==> src/fq_consts.svh <==
// Functional notes
// - Single build clocks everything on one edge
// - Write and read side flags kept apart
// - Rising edges time data, requests and flags
// - Word stored on edge with write request
// - Write data width equals configured width
// - Overflow guard blocks writes when full
// - Optional clear release synchronised to clock
// - Read request follows normal or show-ahead mode
// - Underflow guard blocks reads when empty
// - Async clear resets status at once
// - Read width equals write width here
`ifndef FQ_CONSTS_SVH
`define FQ_CONSTS_SVH

`define FQ_WIDTH        8
`define FQ_DEPTH        16
`define FQ_AW           4
`define FQ_CW           5
`define FQ_CNT_FULL     5'h10
`define FQ_CNT_ONE      5'h01
`define FQ_CNT_ZERO     5'h00
`define FQ_PTR_ONE      4'h1
`define FQ_PTR_ZERO     4'h0

`define FQ_OFF_CTRL     8'h00
`define FQ_OFF_STAT     8'h04
`define FQ_CTRL_RST     4'h3
`define FQ_C_OVF        0
`define FQ_C_SYNC       3
`define FQ_C_SCLR       4
`define FQ_S_FULL       0
`define FQ_S_EMPTY      1
`define FQ_S_RFULL      2
`define FQ_S_WEMPTY     3
`define FQ_S_OVF_ERR    4
`define FQ_S_UDF_ERR    5
`define FQ_S_LVL_LO     8
`define FQ_S_LVL_HI     12

`define FQ_HTRANS_BIT   1
`define FQ_HSIZE_WORD   3'h2
`define FQ_RESP_OKAY    1'b0
`define FQ_AW_BUS       8

`endif

==> src/fq_pkg.sv <==
`include "fq_consts.svh"
package fq_pkg;
    typedef logic [`FQ_WIDTH-1:0] fq_data_t;
    typedef logic [`FQ_AW-1:0]    fq_ptr_t;
    typedef logic [`FQ_CW-1:0]    fq_cnt_t;

    typedef struct packed {
        logic     req;
        fq_data_t data;
    } fq_wr_s;

    typedef struct packed {
        logic    full;
        logic    empty;
        fq_cnt_t level;
    } fq_stat_s;

    typedef struct packed {
        logic sync;
        logic show;
        logic udf;
        logic ovf;
    } fq_ctrl_s;
endpackage

==> src/fq_queue.sv <==
`timescale 1ns/1ps
`default_nettype none
`include "fq_consts.svh"
module fq_queue
(
    // Clock and reset
    input  wire logic             hclk,
    input  wire logic             hresetn,
    // AHB-Lite slave
    input  wire logic             hsel,
    input  wire logic [31:0]      haddr,
    input  wire logic [1:0]       htrans,
    input  wire logic             hwrite,
    input  wire logic [2:0]       hsize,
    input  wire logic [31:0]      hwdata,
    input  wire logic             hready,
    output logic                  hreadyout,
    output logic                  hresp,
    output logic [31:0]           hrdata,
    // Clears
    input  wire logic             aclr,
    input  wire logic             sclr,
    // Write side
    input  wire fq_pkg::fq_wr_s   wr_in,
    output var fq_pkg::fq_stat_s  wr_stat,
    // Read side
    input  wire logic             rd_req,
    output var fq_pkg::fq_data_t  rd_data,
    output var fq_pkg::fq_stat_s  rd_stat
);
    import fq_pkg::*;

    // ------------------------------------------------------------
    // Register bus
    // ------------------------------------------------------------
    logic                  ap_ok;
    logic                  wph_q;
    logic                  wph_d;
    logic [`FQ_AW_BUS-1:0] addr_q;
    logic [`FQ_AW_BUS-1:0] addr_d;
    logic [31:0]           rdat_bus_q;
    logic [31:0]           rdat_bus_d;
    fq_ctrl_s              ctrl_q;
    fq_ctrl_s              ctrl_d;
    logic                  soft_clr_q;
    logic                  soft_clr_d;
    logic                  ovf_err_q;
    logic                  ovf_err_d;
    logic                  udf_err_q;
    logic                  udf_err_d;
    logic                  full_q;
    logic                  empty_q;
    logic                  rfull_q;
    logic                  wempty_q;
    fq_cnt_t               cnt_q;

    // Zero wait state; odd sizes are ignored
    assign ap_ok = hsel & hready & htrans[`FQ_HTRANS_BIT]
                 & (hsize == `FQ_HSIZE_WORD);
    assign hreadyout = 1'b1;
    assign hresp     = `FQ_RESP_OKAY;
    assign hrdata    = rdat_bus_q;

    always_comb
    begin
        wph_d      = ap_ok & hwrite;
        addr_d     = ap_ok ? haddr[`FQ_AW_BUS-1:0] : addr_q;
        ctrl_d     = ctrl_q;
        soft_clr_d = 1'b0;
        ovf_err_d  = ovf_err_q;
        udf_err_d  = udf_err_q;
        if (wph_q && addr_q == `FQ_OFF_CTRL)
        begin
            ctrl_d     = hwdata[`FQ_C_SYNC:`FQ_C_OVF];
            soft_clr_d = hwdata[`FQ_C_SCLR];
        end
        if (wph_q && addr_q == `FQ_OFF_STAT)
        begin
            if (hwdata[`FQ_S_OVF_ERR])
                ovf_err_d = 1'b0;
            if (hwdata[`FQ_S_UDF_ERR])
                udf_err_d = 1'b0;
        end
        // Set beats a simultaneous clear
        if (wr_in.req && full_q)
            ovf_err_d = 1'b1;
        if (rd_req && empty_q)
            udf_err_d = 1'b1;
        // Read data caught at the address phase, ctrl forwarded
        rdat_bus_d = rdat_bus_q;
        if (ap_ok && !hwrite)
        begin
            rdat_bus_d = '0;
            case (haddr[`FQ_AW_BUS-1:0])
                `FQ_OFF_CTRL:
                    rdat_bus_d[`FQ_C_SYNC:`FQ_C_OVF] = ctrl_d;
                `FQ_OFF_STAT:
                begin
                    rdat_bus_d[`FQ_S_FULL]    = full_q;
                    rdat_bus_d[`FQ_S_EMPTY]   = empty_q;
                    rdat_bus_d[`FQ_S_RFULL]   = rfull_q;
                    rdat_bus_d[`FQ_S_WEMPTY]  = wempty_q;
                    rdat_bus_d[`FQ_S_OVF_ERR] = ovf_err_q;
                    rdat_bus_d[`FQ_S_UDF_ERR] = udf_err_q;
                    rdat_bus_d[`FQ_S_LVL_HI:`FQ_S_LVL_LO] = cnt_q;
                end
                default:
                    rdat_bus_d = '0;
            endcase
        end
    end

    always_ff @(posedge hclk or negedge hresetn)
    begin
        if (!hresetn)
        begin
            wph_q      <= 1'b0;
            addr_q     <= '0;
            rdat_bus_q <= '0;
            ctrl_q     <= `FQ_CTRL_RST;
            soft_clr_q <= 1'b0;
            ovf_err_q  <= 1'b0;
            udf_err_q  <= 1'b0;
        end
        else
        begin
            wph_q      <= wph_d;
            addr_q     <= addr_d;
            rdat_bus_q <= rdat_bus_d;
            ctrl_q     <= ctrl_d;
            soft_clr_q <= soft_clr_d;
            ovf_err_q  <= ovf_err_d;
            udf_err_q  <= udf_err_d;
        end
    end

    // ------------------------------------------------------------
    // Clear release
    // ------------------------------------------------------------
    logic arst_n;
    logic rel1_q;
    logic rel2_q;
    logic core_rst_n;

    assign arst_n = hresetn & ~aclr;

    // Assertion is immediate, release waits two edges
    always_ff @(posedge hclk or negedge arst_n)
    begin
        if (!arst_n)
        begin
            rel1_q <= 1'b0;
            rel2_q <= 1'b0;
        end
        else
        begin
            rel1_q <= 1'b1;
            rel2_q <= rel1_q;
        end
    end

    // Change the sync bit only while aclr is high: the mux can glitch
    assign core_rst_n = ctrl_q.sync ? rel2_q : arst_n;

    // ------------------------------------------------------------
    // Queue core
    // ------------------------------------------------------------
    fq_data_t mem [`FQ_DEPTH];
    fq_ptr_t  wptr_q;
    fq_ptr_t  wptr_d;
    fq_ptr_t  rptr_q;
    fq_ptr_t  rptr_d;
    fq_cnt_t  cnt_d;
    fq_data_t rdat_q;
    fq_data_t rdat_d;
    fq_data_t head_word;
    logic     full_d;
    logic     empty_d;
    logic     push;
    logic     pop;
    logic     clr;
    logic     mem_we;

    assign head_word = mem[rptr_q];

    // Pointers wrap at the depth by their own width
    function automatic fq_ptr_t ptr_inc(input fq_ptr_t p);
        return p + `FQ_PTR_ONE;
    endfunction

    always_comb
    begin
        clr    = sclr | soft_clr_q;
        push   = wr_in.req & ~(ctrl_q.ovf & full_q);
        pop    = rd_req & ~(ctrl_q.udf & empty_q);
        mem_we = push & ~clr;
        wptr_d = push ? ptr_inc(wptr_q) : wptr_q;
        rptr_d = pop ? ptr_inc(rptr_q) : rptr_q;
        cnt_d  = cnt_q;
        if (push && !pop)
            cnt_d = cnt_q + `FQ_CNT_ONE;
        else if (pop && !push)
            cnt_d = cnt_q - `FQ_CNT_ONE;
        rdat_d = rdat_q;
        if (ctrl_q.show)
        begin
            if (cnt_d != `FQ_CNT_ZERO && !clr)
                rdat_d = (push && rptr_d == wptr_q) ? wr_in.data : mem[rptr_d];
        end
        else if (pop)
            rdat_d = head_word;
        if (clr)
        begin
            wptr_d = `FQ_PTR_ZERO;
            rptr_d = `FQ_PTR_ZERO;
            cnt_d  = `FQ_CNT_ZERO;
        end
        full_d  = (cnt_d == `FQ_CNT_FULL);
        empty_d = (cnt_d == `FQ_CNT_ZERO);
    end

    // One clock times both sides
    always_ff @(posedge hclk or negedge core_rst_n)
    begin
        if (!core_rst_n)
        begin
            wptr_q   <= `FQ_PTR_ZERO;
            rptr_q   <= `FQ_PTR_ZERO;
            cnt_q    <= `FQ_CNT_ZERO;
            rdat_q   <= '0;
            full_q   <= 1'b0;
            empty_q  <= 1'b1;
            rfull_q  <= 1'b0;
            wempty_q <= 1'b1;
        end
        else
        begin
            wptr_q   <= wptr_d;
            rptr_q   <= rptr_d;
            cnt_q    <= cnt_d;
            rdat_q   <= rdat_d;
            full_q   <= full_d;
            empty_q  <= empty_d;
            rfull_q  <= full_q;
            wempty_q <= empty_q;
        end
    end

    // Storage needs no reset
    always_ff @(posedge hclk)
    begin
        if (mem_we)
            mem[wptr_q] <= wr_in.data;
    end

    // Each side sees its own flags; opposite flag lags a cycle
    assign wr_stat = '{full: full_q, empty: wempty_q, level: cnt_q};
    assign rd_stat = '{full: rfull_q, empty: empty_q, level: cnt_q};
    assign rd_data = rdat_q;

    // ------------------------------------------------------------
    // Checks
    // ------------------------------------------------------------
    a_guard_full_blk: assert property (
        @(posedge hclk) disable iff (!core_rst_n)
        ctrl_q.ovf && full_q && wr_in.req && !rd_req && !clr
        |=> $stable(wptr_q) && cnt_q == `FQ_CNT_FULL)
        else $error("write taken while full with guard on");

    a_guard_empty_blk: assert property (
        @(posedge hclk) disable iff (!core_rst_n)
        ctrl_q.udf && empty_q && rd_req && !clr
        |=> $stable(rptr_q))
        else $error("read advanced while empty with guard on");

    a_push_stores: assert property (
        @(posedge hclk) disable iff (!core_rst_n)
        mem_we |=> mem[$past(wptr_q)] == $past(wr_in.data))
        else $error("pushed word not stored");

    a_normal_read_lat: assert property (
        @(posedge hclk) disable iff (!core_rst_n)
        !ctrl_q.show && pop && !clr |=> rd_data == $past(head_word))
        else $error("normal mode data not one cycle after request");

    a_show_head_out: assert property (
        @(posedge hclk) disable iff (!core_rst_n)
        ctrl_q.show && $stable(ctrl_q.show) && !empty_q
        |-> rd_data == head_word)
        else $error("show-ahead output is not the oldest word");

    a_sclr_empties: assert property (
        @(posedge hclk) disable iff (!core_rst_n)
        sclr |=> empty_q && !full_q && cnt_q == `FQ_CNT_ZERO)
        else $error("sync clear did not empty queue");

    a_aclr_status: assert property (
        @(posedge hclk) disable iff (!hresetn)
        aclr |-> wr_stat.level == `FQ_CNT_ZERO && rd_stat.empty && !wr_stat.full)
        else $error("async clear did not reset status");

    a_rdfull_lag: assert property (
        @(posedge hclk) disable iff (!core_rst_n)
        ##1 rd_stat.full == $past(wr_stat.full))
        else $error("read-side full not one cycle behind");

    a_sync_release: assert property (
        @(posedge hclk) disable iff (!hresetn)
        $fell(aclr) && ctrl_q.sync && $stable(ctrl_q.sync)
        |-> !core_rst_n ##1 !core_rst_n ##1 core_rst_n)
        else $error("synchronised clear release not two edges");

    c_fill_full: cover property (
        @(posedge hclk) disable iff (!core_rst_n)
        full_q && wr_in.req);

    c_show_pop: cover property (
        @(posedge hclk) disable iff (!core_rst_n)
        ctrl_q.show && pop ##1 pop);

    c_sync_clear: cover property (
        @(posedge hclk) disable iff (!hresetn)
        ctrl_q.sync && $fell(aclr));

    c_push_pop: cover property (
        @(posedge hclk) disable iff (!core_rst_n)
        push && pop && !empty_q);
endmodule
`default_nettype wire

==> config.mk <==
export PLATFORM = sky130hd
export DESIGN_NAME = fq_queue
export DESIGN_NICKNAME = d
export VERILOG_FILES = /design/src/fq_pkg.sv /design/src/fq_queue.sv
export VERILOG_INCLUDE_DIRS = /design/src /design/src/src
export SDC_FILE = /design/constraint.sdc
export NUM_CORES = 1
export LEC_CHECK = 0
export BUFFER_PORTS_ARGS = -buffer_cell sky130_fd_sc_hd__buf_4
export CAP_MARGIN = 25
export CORE_MARGIN = 3
export CORE_UTILIZATION = 55
export CTS_CLUSTER_DIAMETER = 120
export CTS_CLUSTER_SIZE = 14
export DETAILED_ROUTE_END_ITERATION = 8
export PLACE_DENSITY = 0.89
export RECOVER_POWER = 50
export SETUP_SLACK_MARGIN = 0.15
export SLEW_MARGIN = 15
export SYNTH_ARGS = -nofsm -noshare
export SYNTH_HDL_FRONTEND = slang
export SYNTH_SLANG_ARGS = --single-unit
==> constraint.sdc <==
create_clock -name hclk -period 2.1 [get_ports hclk]
set_input_delay 0.21 -clock hclk [delete_from_list [all_inputs] [get_ports hclk]]
set_output_delay 0.21 -clock hclk [all_outputs]
set_load 0.02 [all_outputs]
Word-level counts from Yosys, hierarchy flattened
Memories as Yosys holds them, arrays and structs flattened.
Index checks and enable logic that the tools add are counted.
W data, S select, Z words.
{"block": "totals", "n_memories": 1, "ram_bits": 128, "regBits": 54}
{"name": "mem", "words": 16, "word_bits": 8, "read_ports": 2, "rd_ports_with_merged_regs": 0, "wr": 1, "line": "fq_queue.sv:168", "source": "fq_data_t mem [`FQ_DEPTH];"}
{"block": "op_classes", "n_bitwise": 15, "n_reduce_logical": 26, "eq_ne": 6, "n_addsub": 4, "mux": 25}
{"cell": "$mux W8", "n": 4}
{"cell": "$mux W4", "n": 5}
{"cell": "$mux W5", "n": 4}
{"cell": "$eq A8 B3 Y1 const B", "n": 2}
{"cell": "$logic_not A8 Y1", "n": 2}
{"cell": "$reduce_bool A2 Y1", "n": 6}
{"cell": "$and A1 B1 Y1", "n": 10}
{"cell": "$mux W1", "n": 10}
{"cell": "$logic_and A1 B1 Y1", "n": 9}
{"cell": "$add A4 B1 Y4 const B", "n": 2}
{"cell": "$pmux W4 S2", "n": 1}
{"cell": "$reduce_and A2 Y1", "n": 3}
{"cell": "$add A5 B1 Y5 const B", "n": 1}
{"cell": "$eq A5 B5 Y1 const B", "n": 1}
{"cell": "$logic_not A5 Y1", "n": 1}
{"cell": "$reduce_bool A5 Y1", "n": 1}
{"cell": "$sub A5 B1 Y5 const B", "n": 1}
{"cell": "$eq A4 B4 Y1", "n": 1}
{"cell": "$logic_not A1 Y1", "n": 4}
{"cell": "$not A1 Y1", "n": 4}
{"cell": "$eq A3 B2 Y1 const B", "n": 1}
{"cell": "$mux W2", "n": 1}
{"cell": "$ne A2 B1 Y1 const B", "n": 1}
{"cell": "$or A1 B1 Y1", "n": 1}

Logic depth before layout (Yosys ltp)
Gate-level depths: netlist of run 1.
{"block": "logic_depth", "ltp_word": 11, "depth_mapped": 11, "depth_no_buf": 8}

Worst setup path before layout of run 1
Ideal clock, no wire load.
{"block": "synth_timing", "path_kind": "flip-flop to flip-flop", "from": "register rptr_q[0]", "to": "register rdat_q[3], in the netlist rd_data[3]", "slack_ns": -0.293, "path_stages_with_launch": 10, "t_arrival_ns": 2.297, "n_path_buf": 2, "path_cell_list": "dfrtp_1 -> ha_1 -> clkbuf_2 -> buf_2 -> nor2_1 -> mux4_2 -> a2111oi_0 -> o21a_1 -> nor4_1 -> o31ai_1"}
{"block": "synth_between", "elab_chain_cells": 7, "elab_cells_between_ends": 9, "cone_classes": "add/sub (1); eq/ne (1); mux (5); reduce/logical (1); memory (1)"}
{"element": "start: declaration", "line": "fq_queue.sv:171", "source": "fq_ptr_t rptr_q;"}
{"element": "start signal: assignment", "line": "fq_queue.sv:228", "source": "rptr_q <= `FQ_PTR_ZERO;"}
{"element": "start signal: assignment", "line": "fq_queue.sv:239", "source": "rptr_q <= rptr_d;"}
{"element": "branches (longest 6 deep; another with $mem_v2 Z16 W8)"}
{"element": "$mux W8 (*)", "line": "fq_queue.sv:205", "source": "if (ctrl_q.show)"}
{"element": "end signal: assignment", "line": "fq_queue.sv:241", "source": "rdat_q <= rdat_d;"}
{"element": "end: declaration", "line": "fq_queue.sv:174", "source": "fq_data_t rdat_q;"}
Mark *: on every way between the ends. The select of a mux whose other input is x is not followed.
A chain may end at the register's enable or synchronous reset.

Worst setup path after layout of run 1
{"block": "layout_timing", "from": "register empty_q", "to": "register rdat_q[5], in the netlist rd_data[5]"}
{"block": "layout_between", "elab_chain_cells": 10, "elab_cells_between_ends": 20, "cone_classes": "eq/ne (2); mux (6); bitwise (3); reduce/logical (8); memory (1)"}
{"element": "start: declaration", "line": "fq_queue.sv:52", "source": "logic empty_q;"}
{"element": "start signal: assignment", "line": "fq_queue.sv:243", "source": "empty_q <= empty_d;"}
{"element": "$and A1 B1 Y1 (*)", "line": "fq_queue.sv:195", "source": "pop = rd_req & ~(ctrl_q.udf & empty_q);"}
{"element": "$not A1 Y1 (*)", "line": "fq_queue.sv:195"}
{"element": "$and A1 B1 Y1 (*)", "line": "fq_queue.sv:195"}
{"element": "branches (longest 7 deep; another with $mem_v2 Z16 W8)"}
Marked as above.

==> results of run 1 <==
==> sequential cells by signal, indices dropped and copies added, names as in the netlist <==
name / flops
wptr_q: 4
full_q: 1
rel2_q: 1
rd_data: 8
rfull_q: 1
soft_clr_q: 1
rel1_q: 1
rptr_q: 4
wph_q: 1
hrdata: 11
mem: 128
empty_q: 1
udf_err_q: 1
cnt_q: 5
ovf_err_q: 1
ctrl_q: 4
addr_q: 8
wempty_q: 1
==> worst paths after layout <==
| check | from | end | slack, ps |
|---|---|---|---|
| setup / recovery | empty_q | rd_data[5] | -420 |
| hold / removal | hwdata[4] | soft_clr_q | 10 |
| setup reg to reg | empty_q | rd_data[5] | -420 |
| hold reg to reg | rel1_q | rel2_q | 350 |
| max in group asynchronous | hresetn | ctrl_q[2] | 500 |
| min in group asynchronous | aclr | rptr_q[1] | 80 |
==> power breakdown <==
part	switching, W	internal (W)	total, W
Sequential	0.000135	0.00399	0.00412
Clock	0.00146	0.00167	0.00312
Combinational	0.00123	0.00109	0.00233
==> critical path, cell delays in order, from the launching register on <==
cell and delay, ps:
dfstp_2 580, a21bo_1 170, buf_12 160, mux2i_4 290, buf_12 180, mux2i_4 250
o22ai_2 110, or4_1 520, a41oi_2 180
==> cells by family (layout without fill, tap and decap cells) <==
logic type               count (synthesis)  in the layout  share of synthesized area, %
buffers and inverters                  105            238                          6.04
AND/OR/NAND/NOR                        218            218                          11.2
other                                    2             24                        0.0768
adder cells (fa/ha/maj)                  7              7                         0.896
AO/OA/AOI/OAI                          138            138                          10.3
flip-flops                             182            182                          53.2
XOR/XNOR                                14             14                          1.96
multiplexers                           107            107                          16.3
==> cell usage after synthesis, drive strengths merged (5+ instances only) <==
master / count
edfxtp: 128
nand2: 79
buf: 65
dfrtp: 50
mux2: 41
mux4: 37
nor2: 31
mux2i: 29
o22ai: 27
nor3: 26
o21ai: 23
clkbuf: 21
nor2b: 20
inv: 19
a211oi: 13
a21oi: 12
and2: 12
nand3: 12
a22o: 9
a31oi: 9
xnor2: 9
ha: 7
nor4: 7
a311oi: 6
or4: 6
a2111oi: 5
or3: 5
==> stage by stage <==
step	setup slack [ps]	setup TNS (ps)	util [%]	total power, W
floorplan	-121	-848	-	0.00548
global placement	-333	-2230	64.6	0.00613
detailed placement	-380	-2710	64.6	0.00621
CTS	-342	-2600	69.0	0.00940
global route	-475	-4050	70.5	0.00988
finish	-415	-3190	70.5	0.00957
==> routing by layer <==
| metal | routed length (um) | track usage (%) | share of wire, % |
|---|---|---|---|
| met1 | 9860 | 35.5 | 35 |
| met2 | 13500 | 44.3 | 48 |
| met3 | 3310 | 6.56 | 12 |
| met4 | 1640 | 15.7 | 5.8 |
| met5 | 0 | 0 | 0 |
==> repair_timing <==
item                       4_1_cts  5_1_grt
setup endpoints to repair       10      107
gates resized for setup         27       45
buffers inserted                 4        8
hold buffers                     2        0
hold endpoints to repair        27        0
pin swaps                       12       17
==> area by class of cell <==
| type | count | share of cell area (%) |
|---|---|---|
| repair buffers | 187 | 13.6 |
| clock buffers | 18 | 3.51 |
| clock inverters | 14 | 1.15 |
| well taps | 225 | 2.30 |
| flip-flops and latches | 182 | 42.6 |
| inverters | 19 | 0.583 |
| multi-input cells | 508 | 36.3 |
==> impl_metrics.py, run 1 <==
metrics = {
    "outcome": {
        "status": "finished with violations",
        "violations": "setup timing",
    },
    "timing": {
        "finalSetupViolations": 10,
        "report.final.slew_viol_count": 0,
        "hold_viol": 0,
        "fmax_ghz": 0.398,
        "rsz0062_at_grt": "yes",
        "hold_slack_ps": 13.7,
        "period_share_pct": 120,
        "skew_ps": 9.40,
        "finalWorstSetupSlack_ps": -415,
        "tightest_slew_ps": 1430,
        "slew_headroom_pct": 4.65,
        "period_minus_slack_ps": 2520,
    },
    "yosys": {
        "synthCells": 773,
        "postSynth.asyncResetShare_pct": 29.7,
        "ys_ff_latch": 182,
        "avgSynthCellArea_um2": 12.6,
        "synth-edff-count": 128,
        "synth_cell_types": 67,
        "ys_top_cells_by_area": "edfxtp_1, dfrtp_1, mux4_2",
        "synthFlopType": "edfxtp_1",
        "netlist_area_mm2": 0.00977,
        "yosys_warnings": 0,
        "synth_top_area_share_pct": 39.3,
        "synth-seq-area-share_pct": 53.2,
        "yosysTopAreaCell": "edfxtp_1",
    },
    "clocking": {
        "clk_pin_slew_worst_paths_ps": 80,
        "clockBufferDepth": 2,
        "cts_sinks": 182,
        "cts_tree": "done",
        "cts_root_buffer": "clkbuf_16",
        "htree_levels": 4,
        "insertion_delay_ps": 450,
        "cts_made_buffers": 17,
    },
    "route": {
        "drc": 0,
        "ant_nets": 0,
        "avgViaCountPerCell": 6.62,
        "wirelength_um": 28300,
        "vias": 7634,
        "routedWlPerCell_um": 24.6,
        "initialDrtViolationCount": 1161,
        "drt-pass1-iter-count": 6,
    },
    "die": {
        "die_h_um": 139,
        "initial_core_util_pct": 56.3,
        "dieArea_mm2": 0.0194,
        "num_rows": 48,
        "fp.dieW_um": 139,
        "io_pins": 142,
        "coreArea_mm2": 0.0174,
    },
    "placement": {
        "dp.cells": 1107,
        "dpl.hpwl_um": 17800,
        "portBuffers": 67,
        "finalWeightedCongestion": 0.928,
        "dpl_cell_area_mm2": 0.0112,
    },
    "worst_setup_path": {
        "path_max_fanout": 8,
        "cp.arrival_ps": 2880,
        "crit_type": "flip-flop to flip-flop",
        "crit_path_end_kind": "flip-flop",
        "reg2regPathDepth": 8,
        "startpoint_type": "flip-flop",
        "required_ps": 2470,
    },
    "finish": {
        "nets": 1008,
        "layout.cells.non_filler": 1153,
        "layout_commonest_cell": "buf_4",
        "regArea_mm2": 0.00521,
        "layout_common_cells": "buf_4, edfxtp_1, nand2_1",
        "finish.instance_area_mm2": 0.0122,
        "syn2layout_area_growth_pct": 25.1,
        "multi_input_area_mm2": 0.00443,
        "fillers": 1059,
        "drive_gt1_share_pct": 38.1,
        "num_antenna_cells": 0,
    },
    "power_and_ir_drop": {
        "power_density_mw_per_mm2": 783,
        "leakage_nw": 4.60,
        "vdd_drop_max_mv": 0.662,
    },
    "global_route": {
        "grt_pass1_wl_um": 41900,
        "grt.total_usage_pct": 27.9,
        "antenna_found_initial": 0,
        "grt_pass1_vias": 7607,
        "grt-ovfl-total": 0,
        "grt_max_degree": 50,
    },
    "hold_path": {
        "whs_path_depth": 2,
        "hp-class": "primary input to flip-flop",
    },
    "job": {
        "drv_cap": 0,
    },
}
No activity file was read; power rests on OpenSTA's default activity.
==> run 2: changes to the inputs <==
--- a/config.mk
+++ b/config.mk
@@ -10,6 +10,7 @@
 export CAP_MARGIN = 25
 export CORE_MARGIN = 3
 export CORE_UTILIZATION = 55
+export CTS_BUF_LIST = sky130_fd_sc_hd__clkbuf_2 sky130_fd_sc_hd__clkbuf_4 sky130_fd_sc_hd__clkbuf_8
 export CTS_CLUSTER_DIAMETER = 120
 export CTS_CLUSTER_SIZE = 14
 export DETAILED_ROUTE_END_ITERATION = 8
==> constraint.sdc (replaced) <==
create_clock -name hclk -period 2.8 [get_ports hclk]
set_input_delay 0.28 -clock hclk [delete_from_list [all_inputs] [get_ports hclk]]
set_output_delay 0.28 -clock hclk [all_outputs]
set_load 0.02 [all_outputs]
==> run 2 against run 1 <==
Compared with the run above:
- the run now ends clean
- setup slack improved by 570 ps
- power down 37%
- maximum frequency down 4.9%
- sequential power decreased by 25%
- largest cell class unchanged
- critical endpoint unchanged
- global-route usage down 1.9 points
- combinational power decreased by 39%
- non-clock buffer count shrank 59
- worst hold slack improved by 43 ps
- critical path depth up 1
- clock power is 50% lower
==> impl_metrics.py, run 2 (same netlist as run 1, synthesis figures left out) <==
metrics = {
    "clocking": {
        "clockBufferDepth": 2,
        "clk_pin_slew_worst_paths_ps": 90,
        "insertion_delay_ps": 480,
        "cts_root_buffer": "clkbuf_8",
        "htree_levels": 4,
        "cts_tree": "done",
        "cts_sinks": 182,
        "cts_made_buffers": 17,
    },
    "timing": {
        "slew_headroom_pct": 46.1,
        "rsz0062_at_grt": "yes",
        "period_share_pct": 94.5,
        "hold_viol": 0,
        "finalSetupViolations": 0,
        "period_minus_slack_ps": 2650,
        "hold_slack_ps": 57.0,
        "skew_ps": 16.8,
        "report.final.slew_viol_count": 0,
        "fmax_ghz": 0.378,
        "tightest_slew_ps": 808,
    },
    "worst_setup_path": {
        "worst-path-stages": 9,
        "crit_buf_inv": 3,
        "reg2reg_slack_ps": 150,
        "crit_slowest_cell": "dfstp_1",
        "required_ps": 3190,
        "r2r-start": "empty_q",
        "cp.arrival_ps": 3040,
        "crit_top_cell": "buf_6",
        "cp_slowest_stage_delay_ps": 600,
        "path_max_fanout": 5,
        "path_delay_family": "flip-flops",
        "crit_type": "flip-flop to flip-flop",
        "reg2regPathDepth": 9,
        "startpoint_type": "flip-flop",
        "crit_path_end_kind": "flip-flop",
        "r2r-end": "rd_data[5]",
        "cp_cell_sequence": "buf_6, a21bo_4, buf_6, mux2i_4, buf_12, mux2i_1, o22ai_1, or4_4, a41oi_2",
    },
    "placement": {
        "portBuffers": 67,
        "finalWeightedCongestion": 0.942,
        "dpl.hpwl_um": 16100,
        "dpl_cell_area_mm2": 0.0106,
    },
    "hold_path": {
        "hold_end": "addr_q[1]",
        "whs_path_depth": 2,
        "hp-class": "primary input to flip-flop",
        "worstHoldStart": "haddr[1]",
    },
    "route": {
        "met2WireLength_um": 11600,
        "routedWlPerCell_um": 22.9,
        "top_layer": "met4",
        "avgViaCountPerCell": 6.55,
        "drc": 0,
        "vias": 7162,
        "route.met3.wl_um": 3360,
        "initialDrtViolationCount": 1041,
        "ant_nets": 0,
        "drt-pass1-iter-count": 7,
        "met1Wirelength_um": 9290,
        "wirelength_um": 25100,
    },
    "global_route": {
        "antenna_found_initial": 0,
        "grt_pass1_wl_um": 39100,
        "grt-ovfl-total": 0,
        "grt_pass1_vias": 7032,
        "grt.total_usage_pct": 26.0,
        "grt_max_degree": 73,
    },
    "die": {
        "num_rows": 48,
        "initial_core_util_pct": 56.3,
        "fp.dieW_um": 139,
        "die_h_um": 139,
        "dieArea_mm2": 0.0194,
        "coreArea_mm2": 0.0174,
        "io_pins": 142,
    },
    "finish": {
        "layout_common_cells": "edfxtp_1, nand2_1, buf_4",
        "num_antenna_cells": 0,
        "largest_reg_flops": 128,
        "nets": 949,
        "finish.instance_area_mm2": 0.0110,
        "syn2layout_area_growth_pct": 12.8,
        "fillers": 1261,
        "top_register": "mem",
        "drive_gt1_share_pct": 25.8,
        "layout_commonest_cell": "edfxtp_1",
    },
    "power_and_ir_drop": {
        "vdd_drop_max_mv": 0.502,
        "leakage_nw": 4.04,
        "power_density_mw_per_mm2": 550,
    },
    "outcome": {
        "status": "finished, final reports clean",
    },
    "job": {
        "drv_cap": 0,
    },
}
-- run 2: layout make-up --
type | instances | area, um^2 | share of cell area [%]
Clock buffer | 19 | 249 | 2.26
Inverter | 19 | 71.3 | 0.647
Clock inverter | 13 | 83.8 | 0.760
Sequential cell | 182 | 5200 | 47.2
Timing Repair Buffer | 128 | 970 | 8.80
Multi-Input combinational cell | 508 | 4160 | 37.8
Tap cell | 225 | 282 | 2.55
-- run 2: worst reg2reg max path, cell delays in order, from the launching register on --
cell and delay (ps):
dfstp_1 600, buf_6 140, a21bo_4 150, buf_6 130
mux2i_4 300, buf_12 160, mux2i_1 250, o22ai_1 120
or4_4 520, a41oi_2 190
-- run 2: metrics by stage --
stage	TNS, ps	utilization, %	std cells	power, W	worst slack (ps)
5_1_grt	0	63.5	1094	0.00629	67.0
2_1_floorplan	0	-	795	0.00407	407
3_5_place_dp	-25.7	61.0	1053	0.00446	-25.7
3_3_place_gp	0	61.0	1053	0.00442	124
6_report	0	63.5	1094	0.00606	154
4_1_cts	0	63.8	1092	0.00605	135
-- run 2: how the worst max path moves through the flow --
stage | startpoint | endpoint
final | empty_q | rd_data[5]
after global routing | ctrl_q[0] | rd_data[7]
after global placement | rptr_q[0] | rd_data[4]
after detailed placement | rptr_q[0] | rd_data[3]
after CTS | empty_q | rd_data[5]
after floorplan | rptr_q[0] | rd_data[3]
-- run 2: power breakdown --
group          switching, W  internal, W  total (W)
Combinational      0.000784     0.000643    0.00143
Sequential        0.0000965      0.00299    0.00308
Clock              0.000922     0.000624    0.00155
-- run 2: what timing repair did --
action / CTS / global route
hold buffers: 2 / 0
resized for setup: 8 / 14
setup buffers: 3 / 2
cloned: 2 / 0
endpoints found under the hold margin: 29 / 0
setup endpoints to repair: 8 / 8
pin swaps: 1 / 3
-- run 2: metal layers --
metal  vias to the layer above  track usage, %
li1                       3062               -
met1                      3434            34.8
met2                       579            39.7
met3                        87            8.87
met4                         0            10.1
met5                         -               0
==> run 3: changes to the inputs <==
--- a/config.mk
+++ b/config.mk
@@ -9,12 +9,12 @@
 export BUFFER_PORTS_ARGS = -buffer_cell sky130_fd_sc_hd__buf_4
 export CAP_MARGIN = 25
 export CORE_MARGIN = 3
-export CORE_UTILIZATION = 55
+export CORE_UTILIZATION = 50
 export CTS_BUF_LIST = sky130_fd_sc_hd__clkbuf_2 sky130_fd_sc_hd__clkbuf_4 sky130_fd_sc_hd__clkbuf_8
 export CTS_CLUSTER_DIAMETER = 120
 export CTS_CLUSTER_SIZE = 14
 export DETAILED_ROUTE_END_ITERATION = 8
-export PLACE_DENSITY = 0.89
+export PLACE_DENSITY = 0.83
 export RECOVER_POWER = 50
 export SETUP_SLACK_MARGIN = 0.15
 export SLEW_MARGIN = 15
==> run 3 against run 2 <==
Compared with the run above:
- routed wire length up 0.25%
- maximum frequency increased by 3.1%
- die area grew 9.6%
- count of clock-buffer cells in the layout is 2 lower
- register-to-register slack improved by 80 ps
- first-iteration DRC count down 18%
- critical path depth up 1
- largest power group unchanged
- highest routed layer unchanged
==> impl_metrics.py, run 3 (same netlist as run 1, synthesis figures left out) <==
metrics = {
    "placement": {
        "portBuffers": 67,
        "finalWeightedCongestion": 0.884,
        "dp.cells": 1083,
        "dpl.hpwl_um": 16200,
    },
    "finish": {
        "regArea_mm2": 0.00520,
        "largest_reg_flops": 128,
        "syn2layout_area_growth_pct": 14.3,
        "layout_commonest_cell": "edfxtp_1",
        "layout.cells.non_filler": 1129,
        "top_register": "mem",
        "final_util_pct": 59.0,
        "layout_common_cells": "edfxtp_1, buf_4, nand2_1",
        "nets": 949,
        "drive_gt1_share_pct": 26.7,
        "fillers": 1474,
        "num_antenna_cells": 0,
        "multi_input_area_mm2": 0.00417,
    },
    "worst_setup_path": {
        "crit_slowest_cell": "or4b_1",
        "required_ps": 3170,
        "crit_path_end_kind": "flip-flop",
        "crit_type": "flip-flop to flip-flop",
        "crit_top_cell": "buf_4",
        "cp.arrival_ps": 2940,
        "cp_slowest_stage_delay_ps": 480,
        "startpoint_type": "flip-flop",
        "cp_cell_sequence": "a21bo_2, buf_6, buf_4, nand2_1, buf_4, o22ai_1, or4b_1, a211oi_1, nor4_1, o31ai_1",
        "path_max_fanout": 9,
    },
    "global_route": {
        "grt_pass1_wl_um": 38600,
        "antenna_found_initial": 0,
        "grt-ovfl-total": 0,
        "grt.total_usage_pct": 23.2,
        "grt_max_degree": 73,
        "grt_pass1_vias": 6881,
    },
    "clocking": {
        "cts_root_buffer": "clkbuf_8",
        "cts_tree": "done",
        "clk_pin_slew_worst_paths_ps": 90,
        "cts_made_buffers": 17,
        "htree_levels": 4,
        "cts_sinks": 182,
        "clockBufferDepth": 2,
        "insertion_delay_ps": 480,
    },
    "timing": {
        "hold_slack_ps": 45.4,
        "report.final.slew_viol_count": 0,
        "period_share_pct": 91.7,
        "skew_ps": 14.1,
        "rsz0062_at_grt": "no",
        "tightest_slew_ps": 815,
        "hold_viol": 0,
        "finalSetupViolations": 0,
        "fmax_ghz": 0.390,
        "period_minus_slack_ps": 2570,
        "slew_headroom_pct": 45.3,
        "tns_ps": 0,
    },
    "die": {
        "initial_core_util_pct": 51.6,
        "die_h_um": 146,
        "num_rows": 50,
        "fp.dieW_um": 146,
        "dieArea_mm2": 0.0213,
        "io_pins": 142,
        "coreArea_mm2": 0.0190,
    },
    "route": {
        "wirelength_um": 25200,
        "vias": 7045,
        "drc": 0,
        "drt-pass1-iter-count": 6,
        "met1Wirelength_um": 10000,
        "top_layer": "met4",
        "initialDrtViolationCount": 853,
        "met2WireLength_um": 12000,
        "avgViaCountPerCell": 6.24,
        "route.met3.wl_um": 2720,
        "ant_nets": 0,
        "routedWlPerCell_um": 22.3,
    },
    "power_and_ir_drop": {
        "vdd_drop_max_mv": 0.459,
        "leakage_nw": 4.06,
        "power_density_mw_per_mm2": 574,
        "p_total_w": 0.00641,
    },
    "job": {
        "drv_cap": 0,
    },
    "outcome": {
        "status": "finished, final reports clean",
    },
    "hold_path": {
        "hp-class": "primary input to flip-flop",
    },
}
run 3: cell count changes in the layout (fill, tap and decap cells not counted), sizes merged:
cell,change
bufinv,+3
clkinv,-3
bufbuf,-2
inv,+2
buf,+1
clkbuf,-1
run 3: layout make-up:
type / count / share of cell area, %
tap: 260 / 2.91
sequential: 182 / 46.6
inverter: 19 / 0.638
clock buffer: 17 / 2.09
clock inverter: 15 / 1.75
multi-input combinational: 508 / 37.3
timing repair buffer: 128 / 8.72
run 3: report_power, final:
group	internal, W	switching, W	total [W]
Combinational	0.000635	0.000779	0.00141
Sequential	0.00299	0.000106	0.00309
Clock	0.000901	0.00100	0.00190
run 3: routing by layer:
metal  vias up  track usage, %
met4         0            5.51
met3        66            7.19
met5         -               0
met1      3453            30.6
met2       455            38.0
li1       3071               -
run 3: worst paths after layout:
check | start | endpoint | slack (ps) | depth (start not counted)
setup / recovery | empty_q | rd_data[4] | 230 | 10
hold / removal | haddr[4] | addr_q[4] | 50 | 2
hold reg to reg | rel1_q | rel2_q | 370 | 0
setup reg to reg | empty_q | rd_data[4] | 230 | 10
min in group asynchronous | hresetn | hrdata[8] | 240 | 2
max in group asynchronous | hresetn | rptr_q[0] | 1190 | 4
run 3: metrics by stage:
stage | setup WS (ps) | area [um^2]
final | 234 | 11200
after global routing | 74.4 | 11200
after CTS | 151 | 11100
after detailed placement | -15.7 | 10600
after global placement | 83.8 | 10600
after floorplan | 407 | 9860
run 3: critical path: cells and delay by family, from the launching register on:
family | cells | cell delay [ps]
buffers and inverters | 3 | 500
DFF | 1 | 390
and+or+nand+nor | 3 | 660
AOI/OAI and AO/OA | 4 | 900
run 3: timing repair:
| item | in CTS | in global routing |
|---|---|---|
| setup endpoints to repair | 8 | 8 |
| gates cloned | 0 | 2 |
| resized for setup | 8 | 20 |
| pin swaps | 0 | 3 |
| hold buffers | 2 | 0 |
| endpoints found under the hold margin | 29 | 0 |
| setup buffers | 1 | 9 |
